`config.mk`:
```
export PLATFORM = sky130hd
export DESIGN_NAME = bdms_top
export DESIGN_NICKNAME = d
export VERILOG_FILES = /design/src/design/bdms_pkg.sv /design/src/design/bdms_top.sv
export SDC_FILE = /design/constraint.sdc
export NUM_CORES = 2
export LEC_CHECK = 0
export ABC_AREA = 0
export BUFFER_PORTS_ARGS = -buffer_cell sky130_fd_sc_hd__buf_2
export CAP_MARGIN = 10
export CORE_MARGIN = 2
export CORE_UTILIZATION = 45
export DETAILED_ROUTE_END_ITERATION = 6
export GPL_ROUTABILITY_DRIVEN = 0
export HOLD_SLACK_MARGIN = 0.05
export PLACE_DENSITY_LB_ADDON = 0.25
export REMOVE_ABC_BUFFERS = 1
export SLEW_MARGIN = 20
export SYNTH_ARGS = -nofsm -noshare
export SYNTH_HDL_FRONTEND = slang
export SYNTH_SLANG_ARGS = --single-unit
```
`constraint.sdc`:
```
create_clock -name clk -period 8.37 [get_ports clk]
set_clock_uncertainty 0.1 [all_clocks]
set_input_delay 1.2555 -clock clk [delete_from_list [all_inputs] [get_ports clk]]
set_output_delay 1.2555 -clock clk [all_outputs]
set_load 0.01 [all_outputs]
```
`src/design/bdms_pkg.sv`:
```
// Constants and types shared by the banked data memory and status block
`default_nettype none
package bdms_pkg;
    // Address geometry
    localparam int          NUM_BANKS     = 32;
    localparam int          BANK_BYTES    = 128;
    localparam int          DADDR_W       = 12;
    localparam int          BANK_W        = 5;
    localparam int          OFFS_W        = 7;
    // In-bank region limits
    localparam logic [6:0]  OFF_IND0      = 7'h00;
    localparam logic [6:0]  OFF_IND1      = 7'h01;
    localparam logic [6:0]  OFF_PERI_LO   = 7'h0c;
    localparam logic [6:0]  OFF_GPR_LO    = 7'h20;
    localparam logic [6:0]  OFF_COM_LO    = 7'h70;
    // Core register offsets
    localparam logic [3:0]  CR_PC_LOW     = 4'h2;
    localparam logic [3:0]  CR_STATUS     = 4'h3;
    localparam logic [3:0]  CR_PTR0_LOW   = 4'h4;
    localparam logic [3:0]  CR_PTR0_HIGH  = 4'h5;
    localparam logic [3:0]  CR_PTR1_LOW   = 4'h6;
    localparam logic [3:0]  CR_PTR1_HIGH  = 4'h7;
    localparam logic [3:0]  CR_BANK_SEL   = 4'h8;
    localparam logic [3:0]  CR_WORKING    = 4'h9;
    localparam logic [3:0]  CR_PC_HIGH    = 4'ha;
    localparam logic [3:0]  CR_INT_CTRL   = 4'hb;
    // General RAM sizing: banks that carry RAM, bytes per bank
    localparam logic [4:0]  GPR_BANKS     = 5'h04;
    localparam logic [8:0]  GPR_PER_BANK  = 9'h050;
    localparam int          GPR_BYTES     = 320;
    localparam logic [12:0] GPR_LIN_LIMIT = 13'h0140;
    localparam int          COM_BYTES     = 16;
    // Pointer windows: linear RAM and program memory
    localparam logic [2:0]  PTR_LIN_TAG   = 3'b001;
    // Status field positions and reset values
    localparam int          ST_TO         = 4;
    localparam int          ST_PD         = 3;
    localparam int          ST_Z          = 2;
    localparam int          ST_DC         = 1;
    localparam int          ST_C          = 0;
    localparam logic [7:0]  STATUS_RST    = 8'h18;
    localparam logic [7:0]  STATUS_IMPL   = 8'h1f;
    localparam logic [7:0]  REG_RST       = 8'h00;
    // Flag-producing operation presented with an access
    typedef enum logic [2:0] {
        ALU_NONE,
        ALU_LOGIC,
        ALU_ADD,
        ALU_SUB,
        ALU_RRF,
        ALU_RLF
    } bdms_aluop_e;
endpackage : bdms_pkg
`default_nettype wire

```
`src/design/bdms_top.sv`:
```
// Banked data memory decode, core registers and status register
`default_nettype none
module bdms_top
    import bdms_pkg::*;
(
    input  wire logic              clk,
    input  wire logic              rst_n,
    input  wire logic [6:0]        acc_offset,
    input  wire logic              acc_rd,
    input  wire logic              acc_wr,
    input  wire logic [7:0]        acc_wdata,
    input  wire bdms_pkg::bdms_aluop_e alu_op,
    input  wire logic [7:0]        alu_a,
    input  wire logic [7:0]        alu_b,
    input  wire logic              wdt_clear_op,
    input  wire logic              sleep_op,
    input  wire logic              wdt_timeout,
    output logic [7:0]             rdata_r,
    output logic [7:0]             alu_result_r,
    output logic [7:0]             status_r,
    output logic [7:0]             bank_select_r,
    output logic [7:0]             working_reg_r,
    output logic [7:0]             pc_low_r,
    output logic [7:0]             pc_high_latch_r,
    output logic [7:0]             interrupt_control_r,
    output logic [7:0]             pointer0_low_r,
    output logic [7:0]             pointer0_high_r,
    output logic [7:0]             pointer1_low_r,
    output logic [7:0]             pointer1_high_r
);
    import bdms_pkg::*;

    // Storage for general and common RAM
    logic [7:0]         gpr_mem_r [GPR_BYTES];
    logic [7:0]         com_mem_r [COM_BYTES];

    // Resolved access
    logic [15:0]        ptr_sel;
    logic               is_ind;
    logic               valid;
    logic               lin;
    logic [12:0]        lin_idx;
    logic [DADDR_W-1:0] daddr;
    logic [OFFS_W-1:0]  off;
    logic [BANK_W-1:0]  bank;
    logic               hit_core;
    logic               hit_gpr;
    logic               hit_com;
    logic [3:0]         core_sel;
    logic [8:0]         gpr_idx;
    logic [3:0]         com_idx;
    logic               wr_core;

    // Address resolution: direct, indirect data, linear RAM
    always_comb
    begin
        is_ind  = (acc_offset == OFF_IND0) || (acc_offset == OFF_IND1);
        ptr_sel = (acc_offset == OFF_IND1) ? {pointer1_high_r, pointer1_low_r}
                                           : {pointer0_high_r, pointer0_low_r};
        valid   = 1'b1;
        lin     = 1'b0;
        lin_idx = ptr_sel[12:0];
        daddr   = {bank_select_r[BANK_W-1:0], acc_offset};
        if (is_ind)
        begin
            if (ptr_sel[15])
            begin
                valid = 1'b0;                                 // Program memory, not here
            end
            else if (ptr_sel[15:13] == PTR_LIN_TAG)
            begin
                lin   = 1'b1;
                valid = lin_idx < GPR_LIN_LIMIT;
            end
            else
            begin
                daddr = ptr_sel[DADDR_W-1:0];
            end
        end
    end

    // Region decode within the 128-byte bank
    always_comb
    begin
        off      = daddr[OFFS_W-1:0];
        bank     = daddr[DADDR_W-1:OFFS_W];
        core_sel = off[3:0];
        com_idx  = off[3:0];
        hit_core = valid && !lin && (off < OFF_PERI_LO);
        hit_com  = valid && !lin && (off >= OFF_COM_LO);
        if (lin)
        begin
            hit_gpr = valid;
            gpr_idx = lin_idx[8:0];
        end
        else
        begin
            hit_gpr = valid && (off >= OFF_GPR_LO) && (off < OFF_COM_LO)
                      && (bank < GPR_BANKS);
            gpr_idx = 9'(bank) * GPR_PER_BANK + 9'(off) - 9'(OFF_GPR_LO);
        end
        // Indirect ports seen through a pointer hold no data
        wr_core = acc_wr && hit_core;
    end

    // Flag computation
    logic [7:0] op2;
    logic       cin;
    logic [8:0] sum9;
    logic [4:0] nib5;
    logic [2:0] fl_upd;
    logic [2:0] fl_val;
    always_comb
    begin
        op2    = (alu_op == ALU_SUB) ? ~alu_b : alu_b;
        cin    = (alu_op == ALU_SUB);
        sum9   = {1'b0, alu_a} + {1'b0, op2} + {8'h00, cin};
        nib5   = {1'b0, alu_a[3:0]} + {1'b0, op2[3:0]} + {4'h0, cin};
        fl_upd = 3'b000;
        fl_val = 3'b000;
        unique case (alu_op)
            ALU_NONE:
            begin
                fl_upd = 3'b000;
            end
            ALU_LOGIC:
            begin
                fl_upd = 3'b100;
                fl_val = {alu_a == 8'h00, 2'b00};
            end
            ALU_ADD, ALU_SUB:
            begin
                fl_upd = 3'b111;
                fl_val = {sum9[7:0] == 8'h00, nib5[4], sum9[8]};
            end
            ALU_RRF:
            begin
                fl_upd = 3'b001;
                fl_val = {2'b00, alu_a[0]};
            end
            ALU_RLF:
            begin
                fl_upd = 3'b001;
                fl_val = {2'b00, alu_a[7]};
            end
            default:
            begin
                fl_upd = 3'b000;
            end
        endcase
    end

    // Adder result for the core
    always_ff @(posedge clk)
    begin
        if (!rst_n)
            alu_result_r <= REG_RST;
        else if (alu_op == ALU_ADD || alu_op == ALU_SUB)
            alu_result_r <= sum9[7:0];
    end

    // Status register: protected write, flag update, reset cause
    logic [7:0] status_nxt;
    always_comb
    begin
        status_nxt = status_r;
        // Any flag op in the same cycle drops the whole write to Z, DC and C
        if (wr_core && core_sel == CR_STATUS && fl_upd == 3'b000)
            status_nxt[2:0] = acc_wdata[2:0];
        for (int i = 0; i < 3; i++)
            if (fl_upd[i])
                status_nxt[i] = fl_val[i];
        if (wdt_clear_op)
        begin
            status_nxt[ST_TO] = 1'b1;
            status_nxt[ST_PD] = 1'b1;
        end
        if (sleep_op)
        begin
            status_nxt[ST_TO] = 1'b1;
            status_nxt[ST_PD] = 1'b0;
        end
        if (wdt_timeout)
            status_nxt[ST_TO] = 1'b0;
        status_nxt = status_nxt & STATUS_IMPL;
    end

    always_ff @(posedge clk)
    begin
        if (!rst_n)
            status_r <= STATUS_RST;
        else
            status_r <= status_nxt;
    end

    // Plain core registers
    always_ff @(posedge clk)
    begin
        if (!rst_n)
        begin
            bank_select_r       <= REG_RST;
            working_reg_r       <= REG_RST;
            pc_low_r            <= REG_RST;
            pc_high_latch_r     <= REG_RST;
            interrupt_control_r <= REG_RST;
            pointer0_low_r      <= REG_RST;
            pointer0_high_r     <= REG_RST;
            pointer1_low_r      <= REG_RST;
            pointer1_high_r     <= REG_RST;
        end
        else if (wr_core)
        begin
            unique case (core_sel)
                CR_BANK_SEL:  bank_select_r       <= acc_wdata;
                CR_WORKING:   working_reg_r       <= acc_wdata;
                CR_PC_LOW:    pc_low_r            <= acc_wdata;
                CR_PC_HIGH:   pc_high_latch_r     <= acc_wdata;
                CR_INT_CTRL:  interrupt_control_r <= acc_wdata;
                CR_PTR0_LOW:  pointer0_low_r      <= acc_wdata;
                CR_PTR0_HIGH: pointer0_high_r     <= acc_wdata;
                CR_PTR1_LOW:  pointer1_low_r      <= acc_wdata;
                CR_PTR1_HIGH: pointer1_high_r     <= acc_wdata;
                default:      ;                               // Status and ports elsewhere
            endcase
        end
    end

    // General and common RAM writes
    always_ff @(posedge clk)
    begin
        if (acc_wr && hit_gpr)
            gpr_mem_r[gpr_idx] <= acc_wdata;
        if (acc_wr && hit_com)
            com_mem_r[com_idx] <= acc_wdata;
    end

    // Read mux; peripheral space and holes give zero
    logic [7:0] rd_mux;
    always_comb
    begin
        rd_mux = 8'h00;
        if (hit_gpr)
            rd_mux = gpr_mem_r[gpr_idx];
        else if (hit_com)
            rd_mux = com_mem_r[com_idx];
        else if (hit_core)
        begin
            unique case (core_sel)
                CR_PC_LOW:    rd_mux = pc_low_r;
                CR_STATUS:    rd_mux = status_r;
                CR_PTR0_LOW:  rd_mux = pointer0_low_r;
                CR_PTR0_HIGH: rd_mux = pointer0_high_r;
                CR_PTR1_LOW:  rd_mux = pointer1_low_r;
                CR_PTR1_HIGH: rd_mux = pointer1_high_r;
                CR_BANK_SEL:  rd_mux = bank_select_r;
                CR_WORKING:   rd_mux = working_reg_r;
                CR_PC_HIGH:   rd_mux = pc_high_latch_r;
                CR_INT_CTRL:  rd_mux = interrupt_control_r;
                default:      rd_mux = 8'h00;                 // Ports through a pointer
            endcase
        end
    end

    // Registered read data, one cycle after the strobe
    always_ff @(posedge clk)
    begin
        if (!rst_n)
            rdata_r <= REG_RST;
        else if (acc_rd)
            rdata_r <= rd_mux;
    end
endmodule : bdms_top
`default_nettype wire

```
# Yosys cells after proc, flatten, opt, wreduce, memory -nomap -nowiden
# Memory sizes are Yosys's and may differ from the RTL's.
# Cells that the tools add are included.
# word_totals
ff_bits	96
ram_bits	2688
inputBits	41
output_inout_bits	96
wordCells	114
mem_count	2
# classes
n_addsub	6
mul	1
order_cmp	6
eq_ne	17
n_mux	30
n_bitwise	1
reduce_logical	34
# mem_list
memory	depth	width	read_ports	rd_ports_with_merged_regs	wr	line	source
gpr_mem_r	320	8	1	0	1	bdms_top.sv:34	logic [7:0] gpr_mem_r [GPR_BYTES];
com_mem_r	16	8	1	0	1	bdms_top.sv:35	logic [7:0] com_mem_r [COM_BYTES];
# ops
operator	count
one-hot mux 8 bit (10 select lines)	1
two-way mux 12 bit	3
two-way mux 8 bit	4
AND reduction 2 bit	9
== test 4 x 3 -> 1 bit, second input constant	4
== test 4 bit, second input constant	4
logical NOT 8 bit	2
two-way mux 16 bit	1
two-way mux 1 bit	15
< comparator 13 x 9 -> 1 bit, second input constant	1
one-hot mux 3 bit (4 select lines)	1
logical AND 1 bit	11
adder 8 x 8 -> 9 bit	1
adder 9 x 1 -> 9 bit	1
adder 9 x 7 -> 9 bit	1
two-way mux 9 bit	1
one-hot mux 3 bit (3 select lines)	1
subtractor 9 x 6 -> 9 bit, second input constant	1
== test 4 x 2 -> 1 bit, second input constant	2
inverter 8 bit	1
nonzero test 2 bit	4
== test 7 x 1 -> 1 bit, second input constant	1
>= comparator 7 x 6 -> 1 bit, second input constant	1
>= comparator 7 bit, second input constant	1
17 further kinds	23

# Logic depth before layout (Yosys ltp)
# depth
ltp_word	14
mapped_depth	23
depth_no_buf	19

# Worst setup path before layout
# Ideal clock, no wire load.
# synth_path
kind	input to register
startpoint	input acc_offset[2]
endpoint	memory gpr_mem_r[192][0] (enable)
setup_ps	370
t_arrival_ps	5644
t_required_ps	7900
slack_ps	2256
cell_stages	20
n_path_buf	5
cell_sequence	buf_2 > or2_2 > buf_2 > nor2_4 > nand2_1 > o21ai_0 > ha_1 > ha_1 > inv_1 > ha_1 > a21oi_1 > xnor2_1 > or3_1 > a31o_2 > clkbuf_1 > nor3_1 > buf_2 > nand2_1 > clkbuf_1 > nor2_1
# synth_via
elab_chain_len	14
word_cells_on_any_way	29
classes_between	add/sub (2); mul (1); order compare (4); eq/ne (2); mux (14); reduce/logical (6)
# synth_lines
element	line	source
start, declared	bdms_top.sv:8	input wire logic [6:0] acc_offset,
parallel branches: the longest is 14 deep, another holds adder 9 x 7 -> 9 bit	-	
end, declared	bdms_top.sv:34	
# Parallel ways; which one is timed is not known.

# Worst setup path in the final report
# layout_path
startpoint	input acc_offset[1]
endpoint	memory gpr_mem_r[307][3] (enable)
# The elaborated chain is that of the path after synthesis.

==> results.cfg <==
[run_status]
outcome = finished with violations
violations_in_the_final_reports = design-rule violations

[timing]
rsz0062_at_grt = false
layout_setup_ws_ns = 1.47
aggregate_negative_setup_slack_ns = 0
count_of_final_max_slew_check_failures = 0
layout_worst_path_cycle_share = 0.824
actual_transition_at_the_worst_max_transition_pin_ns = 1.35
max_freq_mhz = 145
timing.final.crit_period_ns = 6.90
max_slew_margin = 0.0940
hold_violations = 0
report.final.setup_viol = 0
holdWs_ns = 0.389

[placed_design]
detailed_place_hpwl_um = 245000
dpl.cell_count = 10600
detailedPlace.worstSlack_ns = 0.696
port-buffer-count = 133
post_detailed_placement_cell_area_um2 = 121000

[setup_path]
critical_path_class = in2reg
worstReg2RegStart = pointer0_high_r[7]
critPathMaxFanout = 16
critical_path.reg2reg.endpoint = gpr_mem_r[307][3]
critPathLaunchType = input pin
reg2regPathDepth = 15
required_ns = 8.83
worst_setup_path_end_kind = register
cp.arrival_ns = 7.36
timing.critical_path.from = acc_offset[1]
r2r_setup_slack_ns = 1.81

[power_and_ir_drop]
internal_power_mw = 23.6
p_comb_frac = 0.062
power_switching_share = 0.224
power.switching_mw = 6.80
clkPwrFrac = 0.435
total_power_mw = 30.4
leakage_nw = 41.3
portion_of_total_power_attributed_to_sequential_cells = 0.503
peakVddDrop_v = 0.000214
power.density_nw_per_um2 = 233

[worst_hold_path]
count_of_cells_along_the_worst_hold_path = 1
hold_path.startpoint = alu_result_r[0]
worstHoldEndpoint = alu_result_r[0]
worst_hold_path_type = reg2reg

[clock_tree]
root_buffer = sky130_fd_sc_hd__clkbuf_16
buffer_depth_of_the_longest_clock_path = 4
cts_resized = 0
ctsHtreeMaxLevel = 5
cts.clk_slew.worst_paths_ns = 0.06
cts_tree = built
cts_setup_buffers = 0
cts-buffers-inserted = 302
numClockSinks = 2781
cts_hold_buf = 0
clock_latency_ns = 0.97

[routing]
first_drt_iteration_drcs = 13200
drt-total-wl_um = 397000
drt-pass1-iter-count = 7
number_of_remaining_drc_errors = 97
viasPerCell = 6.70
detailroute.via_count = 74300
ant_nets = 0
avgRoutedWirePerCell_um = 35.8

[die]
floorplan.rows = 186
die-area_um2 = 261000
fp.dieW_um = 511
initial_core_util = 0.452
die_h_um = 511
placeableCoreArea_um2 = 256000
io_pins = 137

[layout]
proportion_of_layout_cells_with_a_drive_suffix_above_1 = 0.178
layout.filler_cells = 20900
stdcell_area_um2 = 131000
layout.cells.non_filler = 11100
postLayoutCoreUtil = 0.509
multi_input_area_um2 = 30900
final-seq-area_um2 = 82600
nets = 7540
growth_of_design_area_from_synthesis_to_finish_pct = 12.8

[logic_synthesis]
postSynthRegisterBits = 2781
dominantRegCellSynth = sky130_fd_sc_hd__edfxtp_1
synthesis.instances = 7316
post_synth_num_cell_types = 98
count_of_flip_flops_with_a_built_in_enable_after_synthesis = 2688
synth_async_sr_flop_share = 0
warnings_from_yosys = 0
synth_seq_area_share = 0.713
synthesis.area_per_instance_um2 = 15.8
synthesis.area_um2 = 116000

[global_route]
overflow = 0
first_global_vias = 70200
grt_start_max_net_pins = 171
antenna_violations_before_repair = 29
grt_first_pass_wirelength_um = 553000
globalRouteTotalUtil = 0.297

[job]
cap_viol_max_count = 0
metal layers:
metal  track usage  part of all wire
met1         0.404              0.37
met2         0.433              0.43
met3        0.0944              0.14
met4         0.141             0.057
met5       0.00402           0.00089
layout by cell type, fill, tap and decap left out, types with 24 or more instances in the layout:
cell                        Yosys  final
sky130_fd_sc_hd__mux2i_1      241    237
sky130_fd_sc_hd__a31oi_1      114    114
sky130_fd_sc_hd__buf_4         55    247
sky130_fd_sc_hd__nand4_1       48     48
sky130_fd_sc_hd__inv_1         25     24
sky130_fd_sc_hd__and3_1       122    122
sky130_fd_sc_hd__clkbuf_1     307     48
sky130_fd_sc_hd__nor2_1       572    549
sky130_fd_sc_hd__nor2b_1       88     87
sky130_fd_sc_hd__a22o_1        45     45
sky130_fd_sc_hd__o21ai_0      180    178
sky130_fd_sc_hd__nor4_1        30     29
sky130_fd_sc_hd__dfxtp_1       93     93
sky130_fd_sc_hd__a211oi_1      49     49
sky130_fd_sc_hd__buf_12         1     28
sky130_fd_sc_hd__a21oi_1      214    212
sky130_fd_sc_hd__mux4_2       415    415
sky130_fd_sc_hd__clkinv_2       0     44
sky130_fd_sc_hd__nor3_1       243    240
sky130_fd_sc_hd__clkinv_1       0     53
sky130_fd_sc_hd__edfxtp_1    2688   2688
sky130_fd_sc_hd__nor4b_1       28     28
sky130_fd_sc_hd__a32oi_1       30     30
sky130_fd_sc_hd__a221oi_1      70     70
sky130_fd_sc_hd__bufinv_16      0     33
sky130_fd_sc_hd__a311oi_1      31     31
sky130_fd_sc_hd__nand3_1      199    199
sky130_fd_sc_hd__buf_2        115    124
sky130_fd_sc_hd__or3_1         32     32
sky130_fd_sc_hd__o211ai_1      45     45
sky130_fd_sc_hd__clkbuf_16      0    309
sky130_fd_sc_hd__o22ai_1       27     27
sky130_fd_sc_hd__nand2_1      594    576
sky130_fd_sc_hd__a22oi_1      189    189
Yosys cell counts, types with 28 or more instances:
cell type                  number  area (um2)
sky130_fd_sc_hd__a21oi_1      214        1070
sky130_fd_sc_hd__nor2b_1       88         551
sky130_fd_sc_hd__o21ai_0      180         901
sky130_fd_sc_hd__a211oi_1      49         368
sky130_fd_sc_hd__nand2_1      594        2230
sky130_fd_sc_hd__buf_2        115         576
sky130_fd_sc_hd__o211ai_1      45         338
sky130_fd_sc_hd__nand3_1      199         996
sky130_fd_sc_hd__buf_6         42         473
sky130_fd_sc_hd__nor3_1       243        1220
sky130_fd_sc_hd__a221oi_1      70         613
sky130_fd_sc_hd__nand4_1       48         300
sky130_fd_sc_hd__a31oi_1      114         713
sky130_fd_sc_hd__buf_4         55         413
sky130_fd_sc_hd__dfxtp_1       93        1860
sky130_fd_sc_hd__a22oi_1      189        1420
sky130_fd_sc_hd__nor4_1        30         188
sky130_fd_sc_hd__a32oi_1       30         263
sky130_fd_sc_hd__clkbuf_1     307        1150
sky130_fd_sc_hd__and3_1       122         763
sky130_fd_sc_hd__mux4_2       415        9350
sky130_fd_sc_hd__a22o_1        45         394
sky130_fd_sc_hd__a311oi_1      31         272
sky130_fd_sc_hd__mux2i_1      241        2410
sky130_fd_sc_hd__edfxtp_1    2688       80700
sky130_fd_sc_hd__nor2_1       572        2150
sky130_fd_sc_hd__nor4b_1       28         245
sky130_fd_sc_hd__or3_1         32         200
power groups by stage:
| stage | sequential (mW) | clock (mW) | combinational [mW] |
|---|---|---|---|
| floorplan | 15.6 | 0 | 1.08 |
| global placement | 15.6 | 0 | 1.79 |
| detailed placement | 15.6 | 0 | 1.81 |
| CTS | 15.3 | 13.2 | 1.81 |
| global route | 15.3 | 13.8 | 1.90 |
| finish | 15.3 | 13.2 | 1.88 |
how the worst max path moves through the flow:
stage / end / cells past startpoint
final: gpr_mem_r[307][3] / 18
after global routing: gpr_mem_r[307][3] / 18
after CTS: gpr_mem_r[307][3] / 18
after detailed placement: gpr_mem_r[304][2] / 18
after global placement: gpr_mem_r[308][3] / 18
after floorplan: rdata_r[4] / 9
layout make-up:
| cell class | instances | area share |
|---|---|---|
| Sequential cell | 2781 | 0.632 |
| Multi-Input combinational cell | 3962 | 0.236 |
| Clock buffer | 363 | 0.0612 |
| Tap cell | 3384 | 0.0324 |
| Timing Repair Buffer | 409 | 0.0245 |
| Clock inverter | 152 | 0.0122 |
| Inverter | 25 | 0.000757 |
| Antenna cell | 9 | 0.000172 |
sequential cells by signal, indices dropped and copies added, names as in the netlist:
register and count:
gpr_mem_r 2560, com_mem_r 128, alu_result_r 8, bank_select_r 8, interrupt_control_r 8, pc_high_latch_r 8
pc_low_r 8, pointer0_high_r 8, pointer0_low_r 8, pointer1_high_r 8, pointer1_low_r 8, rdata_r 8
working_reg_r 8, status_r 5
critical path, cell delays in order:
cell and delay, ns:
sky130_fd_sc_hd__buf_2 0.17, sky130_fd_sc_hd__nor4_4 0.59, sky130_fd_sc_hd__nand2_1 0.43, sky130_fd_sc_hd__mux2i_1 0.47
sky130_fd_sc_hd__nor2_1 0.07, sky130_fd_sc_hd__a21oi_1 0.25, sky130_fd_sc_hd__xnor2_1 0.16, sky130_fd_sc_hd__xnor2_1 0.26
sky130_fd_sc_hd__ha_1 0.28, sky130_fd_sc_hd__a21o_1 0.16, sky130_fd_sc_hd__a21oi_1 0.18, sky130_fd_sc_hd__xnor2_1 0.16
sky130_fd_sc_hd__or3_1 0.17, sky130_fd_sc_hd__a31oi_2 0.10, sky130_fd_sc_hd__buf_4 0.22, sky130_fd_sc_hd__nor3_1 0.64
sky130_fd_sc_hd__nand2_1 0.84, sky130_fd_sc_hd__nor2_1 0.91
kinds of logic after synthesis:
group,Yosys count,share of synthesized area
AOI/OAI and AO/OA,1215,0.0734
and+or+nand+nor,2026,0.0813
adders and majority gates,18,0.00207
xor gates and xnor gates,21,0.00159
muxes,679,0.104
other,1,0.0000324
DFF,2781,0.713
buffers and inverters,575,0.0248
Power figures use the tool's default switching activity.
